### src/shared/tcc_pkg.sv
package tcc_pkg;
  // ------------------------------------------------------------
  // Register byte offsets, one 32-bit word each
  // ------------------------------------------------------------
  localparam logic [7:0] OFS_CTRL1 = 8'h00;
  localparam logic [7:0] OFS_CTRL2 = 8'h04;
  localparam logic [7:0] OFS_STAT  = 8'h08;
  localparam logic [1:0][7:0] OFS_CAP_HI = {8'h14, 8'h0c};
  localparam logic [1:0][7:0] OFS_CAP_LO = {8'h18, 8'h10};
  localparam logic [1:0][7:0] OFS_CMP_HI = {8'h24, 8'h1c};
  localparam logic [1:0][7:0] OFS_CMP_LO = {8'h28, 8'h20};
  localparam logic [7:0] OFS_CNT_HI  = 8'h2c;
  localparam logic [7:0] OFS_CNT_LO  = 8'h30;
  localparam logic [7:0] OFS_ACNT_HI = 8'h34;
  localparam logic [7:0] OFS_ACNT_LO = 8'h38;

  // ------------------------------------------------------------
  // Control 1 fields
  // ------------------------------------------------------------
  localparam int C1_CAP_IE   = 7;
  localparam int C1_CMP_IE   = 6;
  localparam int C1_OVF_IE   = 5;
  localparam int C1_FORCE2   = 4;
  localparam int C1_FORCE1   = 3;
  localparam int C1_LEVEL2   = 2;
  localparam int C1_CAP1_EDG = 1;
  localparam int C1_LEVEL1   = 0;
  // Force bits are write-only strobes
  localparam logic [7:0] C1_STORE_MASK = 8'he7;

  // ------------------------------------------------------------
  // Control 2 fields
  // ------------------------------------------------------------
  localparam int C2_OUT1_EN  = 7;
  localparam int C2_OUT2_EN  = 6;
  localparam int C2_ONE_PULSE = 5;
  localparam int C2_PWM      = 4;
  localparam int C2_CLK_HI   = 3;
  localparam int C2_CLK_LO   = 2;
  localparam int C2_CAP2_EDG = 1;
  localparam int C2_EXT_EDG  = 0;

  // ------------------------------------------------------------
  // Clock select codes, reset values, counter top and one-pulse capture value
  // ------------------------------------------------------------
  localparam logic [1:0] CLK_DIV4 = 2'h0;
  localparam logic [1:0] CLK_DIV2 = 2'h1;
  localparam logic [1:0] CLK_DIV8 = 2'h2;
  localparam logic [1:0] CLK_EXT  = 2'h3;
  localparam logic [15:0] CNT_RELOAD  = 16'hfffc;
  localparam logic [15:0] CNT_TOP     = 16'hffff;
  localparam logic [15:0] OPM_CAP_VAL = 16'hfffd;
  localparam logic [15:0] CMP_RESET   = 16'h8000;
endpackage

### src/design/tcc_timer.sv
// Our own choices: the placing of the registers and register access over APB.
module tcc_timer
  import tcc_pkg::*;
(
  input  wire logic        clock,
  input  wire logic        nrst,
  input  wire logic        psel,
  input  wire logic        penable,
  input  wire logic        pwrite,
  input  wire logic [7:0]  paddr,
  input  wire logic [31:0] pwdata,
  output logic      [31:0] prdata,
  output logic             pready,
  output logic             pslverr,
  input  wire logic        capture_in_1,
  input  wire logic        capture_in_2,
  input  wire logic        ext_clock_in,
  input  wire logic        cpu_irq_mask,
  output logic             compare_out_1,
  output logic             compare_out_1_oe,
  output logic             compare_out_2,
  output logic             compare_out_2_oe,
  output logic             timer_irq
);
  // ------------------------------------------------------------
  // State
  // ------------------------------------------------------------
  typedef struct packed {
    logic [7:0]       ctrl1;
    logic [7:0]       ctrl2;
    logic [2:0]       pre;
    logic             ext_prev;
    logic [15:0]      cnt;
    logic             cnt_upd;
    logic [1:0]       cap_prev;
    logic [1:0][15:0] cap;
    logic [1:0][15:0] cmp;
    logic [1:0]       cap_lock;
    logic [1:0]       cmp_inh;
    logic [1:0]       icf;
    logic [1:0]       ocf;
    logic             overflow_flag;
    logic [1:0]       icf_arm;
    logic [1:0]       ocf_arm;
    logic             tof_arm;
    logic [1:0]       pin;
    logic             irq;
    logic [31:0]      rdata;
    logic             err;
  } tcc_state_t;

  tcc_state_t s_r;
  tcc_state_t s_nxt;

  logic       acc;
  logic       rd;
  logic       wr;
  logic       one_pulse;
  logic       pwm_on;
  logic       tick;
  logic [1:0] cap_in;
  logic [1:0] cap_edge;
  logic [1:0] match;
  logic       trig;

  // Offset is a mapped register
  function automatic logic mapped(input logic [7:0] a);
    mapped = (a <= OFS_ACNT_LO) && (a[1:0] == 2'h0);
  endfunction

  // ------------------------------------------------------------
  // Decoded events
  // ------------------------------------------------------------
  assign acc       = psel && penable;
  assign rd        = acc && !pwrite;
  assign wr        = acc && pwrite;
  assign pwm_on    = s_r.ctrl2[C2_PWM];
  assign one_pulse = s_r.ctrl2[C2_ONE_PULSE] && !pwm_on;
  assign cap_in    = {capture_in_2, capture_in_1};
  assign cap_edge[0] = (cap_in[0] != s_r.cap_prev[0]) &&
                       (cap_in[0] == s_r.ctrl1[C1_CAP1_EDG]);
  assign cap_edge[1] = (cap_in[1] != s_r.cap_prev[1]) &&
                       (cap_in[1] == s_r.ctrl2[C2_CAP2_EDG]);
  assign trig      = one_pulse && cap_edge[0];
  // Match seen in first cycle of the equal count
  assign match[0]  = s_r.cnt_upd && (s_r.cnt == s_r.cmp[0]) &&
                     !s_r.cmp_inh[0];
  assign match[1]  = s_r.cnt_upd && (s_r.cnt == s_r.cmp[1]) &&
                     !s_r.cmp_inh[1];

  // Prescaler and external edge give one tick per count
  always_comb begin
    case (s_r.ctrl2[C2_CLK_HI:C2_CLK_LO])
      CLK_DIV2: tick = s_r.pre[0];
      CLK_DIV4: tick = &s_r.pre[1:0];
      CLK_DIV8: tick = &s_r.pre;
      // External edge, no metastability filter needed
      default:  tick = (ext_clock_in != s_r.ext_prev) &&
                       (ext_clock_in == s_r.ctrl2[C2_EXT_EDG]);
    endcase
  end

  // ------------------------------------------------------------
  // Next state
  // ------------------------------------------------------------
  always_comb begin
    s_nxt          = s_r;
    s_nxt.pre      = s_r.pre + 3'h1;
    s_nxt.ext_prev = ext_clock_in;
    s_nxt.cap_prev = cap_in;
    s_nxt.cnt_upd  = tick;
    if (tick) begin
      s_nxt.cnt = s_r.cnt + 16'h0001;
    end

    // Read data captured in setup so it is ready in access
    if (psel && !penable) begin
      s_nxt.err   = !mapped(paddr);
      s_nxt.rdata = 32'h0000_0000;
      if (paddr == OFS_CTRL1) begin
        s_nxt.rdata[7:0] = s_r.ctrl1;
      end else if (paddr == OFS_CTRL2) begin
        s_nxt.rdata[7:0] = s_r.ctrl2;
      end else if (paddr == OFS_STAT) begin
        s_nxt.rdata[7:0] = {s_r.icf[0], s_r.ocf[0], s_r.overflow_flag,
                            s_r.icf[1], s_r.ocf[1], 3'h0};
      end else if (paddr == OFS_CNT_HI || paddr == OFS_ACNT_HI) begin
        s_nxt.rdata[7:0] = s_r.cnt[15:8];
      end else if (paddr == OFS_CNT_LO || paddr == OFS_ACNT_LO) begin
        s_nxt.rdata[7:0] = s_r.cnt[7:0];
      end
      for (int i = 0; i < 2; i++) begin
        if (paddr == OFS_CAP_HI[i]) begin
          s_nxt.rdata[7:0] = s_r.cap[i][15:8];
        end else if (paddr == OFS_CAP_LO[i]) begin
          s_nxt.rdata[7:0] = s_r.cap[i][7:0];
        end else if (paddr == OFS_CMP_HI[i]) begin
          s_nxt.rdata[7:0] = s_r.cmp[i][15:8];
        end else if (paddr == OFS_CMP_LO[i]) begin
          s_nxt.rdata[7:0] = s_r.cmp[i][7:0];
        end
      end
    end

    // Software side effects, clears first so hardware sets win
    if (acc) begin
      if (rd && paddr == OFS_STAT) begin
        s_nxt.icf_arm = s_r.icf_arm | s_r.icf;
        s_nxt.ocf_arm = s_r.ocf_arm | s_r.ocf;
        s_nxt.tof_arm = s_r.tof_arm | s_r.overflow_flag;
      end else if (wr && paddr == OFS_CTRL1) begin
        s_nxt.ctrl1 = pwdata[7:0] & C1_STORE_MASK;
        if (!s_r.ctrl2[C2_ONE_PULSE] && !pwm_on) begin
          if (pwdata[C1_FORCE1]) begin
            s_nxt.pin[0] = pwdata[C1_LEVEL1];
          end
          if (pwdata[C1_FORCE2]) begin
            s_nxt.pin[1] = pwdata[C1_LEVEL2];
          end
        end
      end else if (wr && paddr == OFS_CTRL2) begin
        s_nxt.ctrl2 = pwdata[7:0];
      end else if (paddr == OFS_CNT_LO || paddr == OFS_ACNT_LO) begin
        if (wr) begin
          s_nxt.cnt = CNT_RELOAD;
        end
        // Alternate low byte leaves the overflow flag alone
        if (paddr == OFS_CNT_LO && s_r.tof_arm) begin
          s_nxt.overflow_flag     = 1'b0;
          s_nxt.tof_arm = 1'b0;
        end
      end
      for (int i = 0; i < 2; i++) begin
        if (rd && paddr == OFS_CAP_HI[i]) begin
          s_nxt.cap_lock[i] = 1'b1;
        end
        if (paddr == OFS_CAP_LO[i]) begin
          s_nxt.cap_lock[i] = 1'b0;
          if (s_r.icf_arm[i]) begin
            s_nxt.icf[i]     = 1'b0;
            s_nxt.icf_arm[i] = 1'b0;
          end
        end
        if (wr && paddr == OFS_CMP_HI[i]) begin
          s_nxt.cmp[i][15:8] = pwdata[7:0];
          s_nxt.cmp_inh[i]   = 1'b1;
        end
        if (paddr == OFS_CMP_LO[i]) begin
          if (wr) begin
            s_nxt.cmp[i][7:0] = pwdata[7:0];
            s_nxt.cmp_inh[i]  = 1'b0;
          end
          if (s_r.ocf_arm[i]) begin
            s_nxt.ocf[i]     = 1'b0;
            s_nxt.ocf_arm[i] = 1'b0;
          end
        end
      end
    end

    // Overflow from FFFFh to 0000h
    if (tick && s_r.cnt == CNT_TOP) begin
      s_nxt.overflow_flag = 1'b1;
    end

    // Compare actions; none while PWM is on
    for (int i = 0; i < 2; i++) begin
      if (match[i] && !pwm_on) begin
        if (one_pulse && i == 0) begin
          s_nxt.pin[0] = s_r.ctrl1[C1_LEVEL1];
        end else if (one_pulse) begin
          // Channel 2 flags a timeout only
          s_nxt.ocf[1] = 1'b1;
        end else begin
          s_nxt.ocf[i] = 1'b1;
          if (s_r.ctrl2[i == 0 ? C2_OUT1_EN : C2_OUT2_EN]) begin
            s_nxt.pin[i] = s_r.ctrl1[i == 0 ? C1_LEVEL1 : C1_LEVEL2];
          end
        end
      end
    end

    // Captures; channel 1 is the trigger in one-pulse mode
    for (int i = 0; i < 2; i++) begin
      // Channel 1 capture only in normal mode
      if (cap_edge[i] && !s_r.cap_lock[i] &&
          (i == 1 || (!s_r.ctrl2[C2_ONE_PULSE] && !pwm_on))) begin
        s_nxt.icf[i] = 1'b1;
        s_nxt.cap[i] = s_r.cnt;
      end
    end
    if (trig) begin
      s_nxt.cnt    = CNT_RELOAD;
      s_nxt.cnt_upd = 1'b0;
      s_nxt.pin[0] = s_r.ctrl1[C1_LEVEL2];
      if (!s_r.cap_lock[0]) begin
        s_nxt.icf[0] = 1'b1;
        s_nxt.cap[0] = OPM_CAP_VAL;
      end
    end

    // Pending flags gated by enable and mask
    s_nxt.irq = !cpu_irq_mask &&
                ((s_r.ctrl1[C1_CAP_IE] && |s_r.icf) ||
                 (s_r.ctrl1[C1_CMP_IE] && |s_r.ocf) ||
                 (s_r.ctrl1[C1_OVF_IE] && s_r.overflow_flag));
  end

  // ------------------------------------------------------------
  // Registers
  // ------------------------------------------------------------
  always_ff @(posedge clock) begin
    if (!nrst) begin
      s_r         <= '0;
      s_r.cnt     <= CNT_RELOAD;
      s_r.cmp     <= {CMP_RESET, CMP_RESET};
    end else begin
      s_r <= s_nxt;
    end
  end

  // Zero wait states: data was fetched in setup
  assign pready           = 1'b1;
  assign prdata           = s_r.rdata;
  assign pslverr          = s_r.err;
  assign compare_out_1    = s_r.pin[0];
  assign compare_out_2    = s_r.pin[1];
  assign compare_out_1_oe = s_r.ctrl2[C2_OUT1_EN];
  assign compare_out_2_oe = s_r.ctrl2[C2_OUT2_EN] && !one_pulse;
  assign timer_irq        = s_r.irq;
endmodule

### config.mk
export PLATFORM = sky130hd
export DESIGN_NAME = tcc_timer
export DESIGN_NICKNAME = d
export VERILOG_FILES = /design/src/shared/tcc_pkg.sv /design/src/design/tcc_timer.sv
export SDC_FILE = /design/constraint.sdc
export NUM_CORES = 1
export LEC_CHECK = 0
export BUFFER_PORTS_ARGS = -buffer_cell sky130_fd_sc_hd__buf_2
export CORE_MARGIN = 5
export CORE_UTILIZATION = 63
export CTS_BUF_LIST = sky130_fd_sc_hd__clkbuf_8 sky130_fd_sc_hd__clkbuf_16
export DETAILED_ROUTE_END_ITERATION = 12
export PLACE_DENSITY = 0.86
export SYNTH_ARGS = -nofsm -noshare
export SYNTH_HDL_FRONTEND = slang
export SYNTH_SLANG_ARGS = --single-unit
### constraint.sdc
create_clock -name clock -period 6.23 [get_ports clock]
set_input_delay 0.9345 -clock clock [delete_from_list [all_inputs] [get_ports clock]]
set_output_delay 0.9345 -clock clock [all_outputs]
set_load 0.05 [all_outputs]
==> impl_metrics.toml <==
[run_status]
status = "finished clean"

[worst_setup_path]
path_max_fanout = 15
cp.required_ps = 6650
criticalPathCategory = "in2reg"
reg2reg_slack_ps = 3690
cp.arrival_ps = 3470
end_kind = "register"
crit_path_start_kind = "input port"

[detailed_routing]
ant_nets = 0
first_pass_iters = 5
wire_per_inst_um = 23.38
wirelength_um = 22540
viasPerCell = 6.640
drc = 0
initialDrtViolationCount = 844
vias = 6401

[yosys]
syn_area_per_cell_sq_um = 8.129
synth_flop_cell = "dfxtp_1"
async_reset_ff_share_pct = 0
ys_seq_area_share_pct = 38.10
synth_top_family_by_area = "simple AND/OR/NAND/NOR gates"
synth-edff-count = 0
synth_common_cells = "127 x dfxtp_1, 119 x nand2_1, 84 x a21oi_1"
synth_area_leaders = "dfxtp_1 38%, mux2i_1 6.9%, nand2_1 6.7%"
synth_top_area_share_pct = 38.10
synth.area.mux_share_pct = 7.237
synth_top_cell_by_area = "dfxtp_1"
synthAdderAreaFrac_pct = 0.5624
synthMostInstantiatedCell = "dfxtp_1"
ys_types = 67
synthSimpleGateAreaFrac_pct = 22.91
yosys.area_share.xor_xnor_pct = 6.037
synth_compound_area_share_pct = 17.30
synth_area_sq_um = 6674
yosys_warnings = 0
syn_inst = 821
synth-seq-cells = 127

[sta]
clock.fmax_ghz = 0.3279
hold_viol_final = 0
rsz0062_at_grt = "false"
period_needed_ps = 3050
setup_viol = 0
finalSetupTns_ps = 0
layout_worst_path_cycle_share_pct = 48.95
skew_ps = 10.56
tightest_slew_ps = 1240
relSlewSlack_pct = 17.22
drv_slew = 0
fin_ws_ps = 3181

[pwr]
power.leakage_nw = 2.757
power-per-cell-area_nw_per_um2 = 268.0
irDropWorstVdd_uv = 230.5

[clocking]
clkTransAtPathRegs_ps = 60
clock_sinks = 127
cts_tree = "yes"
ctsResizeCount = 0
post-cts-setup-buffers = 0
numCtsBuffers = 17
hold_buffers = 0
clockBufferDepth = 2
clockRootBuffer = "clkbuf_8"
htreeDepth = 4
insertion_delay_ps = 550

[placement]
port_buffers = 38
dp_worst_setup_slack_ps = 2714
gp_congestion = 0.9788
placed_cell_area_sq_um = 6694
dp_hpwl_um = 15620

[floorplan]
rows = 37
die_w_um = 112.9
io_pins = 88
die_h_um = 112.9
start_util_pct = 64.65
dieArea_sq_um = 12750
core_area_sq_um = 10320

[grt]
grt-ovfl-total = 0
grt.total_usage_pct = 35.57
grt_pass1_wl_um = 34530
grt_max_degree = 95
antenna_found_initial = 0
grt_pass1_vias = 6203

[cells_and_area]
drive_gt1_share_pct = 11.47
fin_area_sq_um = 7256
n_antenna_cell = 0
multi_input_area_sq_um = 3716
syn2layout_area_growth_pct = 8.718
fillCellCount = 824
nets = 868
regArea_sq_um = 2542

[min_path]
min_path_type = "reg2reg"

[job]
maxCapViolCount = 0
## cell families after synthesis
group | count (synthesis)
and+or+nand+nor | 313
AOI/OAI and AO/OA | 183
DFF | 127
buffers and inverters | 99
muxes | 48
xor gates and xnor gates | 46
adders and majority gates | 3
other | 2
## per-layer routing
layer	routed length (um)	up-vias	GRT usage, %
met3	2675	90	9.465
met4	1164	0	20.03
met2	10090	431	54.15
met5	0	-	0
met1	8605	3047	45.66
li1	-	2833	-
## flip-flops by register name (all words and copies together) (netlist names)
name and cells:
pslverr 1, timer_irq 1, prdata 8, compare_out_1 1, compare_out_2 1, pwm_on 1
compare_out_1_oe 1, s_r 113
## layout make-up
| type | instances | area share (%) |
|---|---|---|
| Multi-Input combinational cell | 618 | 51.22 |
| Timing Repair Buffer | 44 | 3.242 |
| Tap cell | 136 | 2.345 |
| Clock inverter | 12 | 1.655 |
| Clock buffer | 19 | 6.087 |
| Sequential cell | 127 | 35.04 |
| Inverter | 8 | 0.4139 |
## through the flow
stage	std cells	utilization, %	power, mW	hold slack [ps]
detailed placement	933	64.84	1.008	439.9
finish	964	70.28	1.945	447.3
CTS	964	70.28	1.940	452.0
global placement	933	64.84	1.004	431.3
global route	964	70.28	1.996	483.8
floorplan	844	-	0.9802	417.3
## layout by cell type, fill, tap and decap left out, types with 4 or more instances in the layout
cell type  count
nor2_1        74
and3_1         5
conb_1        25
xor2_1        13
o22ai_1        7
and2_1         7
nor2b_1        7
nand4_1       13
or4_1          4
a31oi_1        5
inv_1          9
o21ai_0       27
xnor2_1       33
dfxtp_1      127
nand3_1       23
nor2_2         5
clkinv_2       4
o221ai_1       4
clkbuf_16     16
a22oi_1        5
a21oi_1       84
mux2i_1       46
o211ai_1       5
a211oi_1       7
buf_4          6
nand2_1      119
a221oi_1       7
buf_2         38
a221o_1        6
nand3b_1       6
o31ai_1        4
nor3_1        19
## worst paths after layout
path | end | cells past startpoint | start
min reg2reg | s_r[134] | 1 | s_r[134]
max reg2reg | s_r[41] | 5 | s_r[124]
max | prdata[6] | 7 | paddr[3]
min | s_r[134] | 1 | s_r[134]
## where the power goes
group / switching, mW / internal, mW / total, mW
logic: 0.118 / 0.0377 / 0.156
registers: 0.0118 / 0.829 / 0.840
clock network: 0.365 / 0.583 / 0.948
total: 0.495 / 1.45 / 1.94
## critical path, cell delays in order
cell	delay, ps
buf_2	230
nor4b_1	950
nand2_1	450
o22ai_1	420
a21oi_1	80
a221oi_1	290
a21oi_1	110
Note: power is estimated with default switching activity, not from simulation.
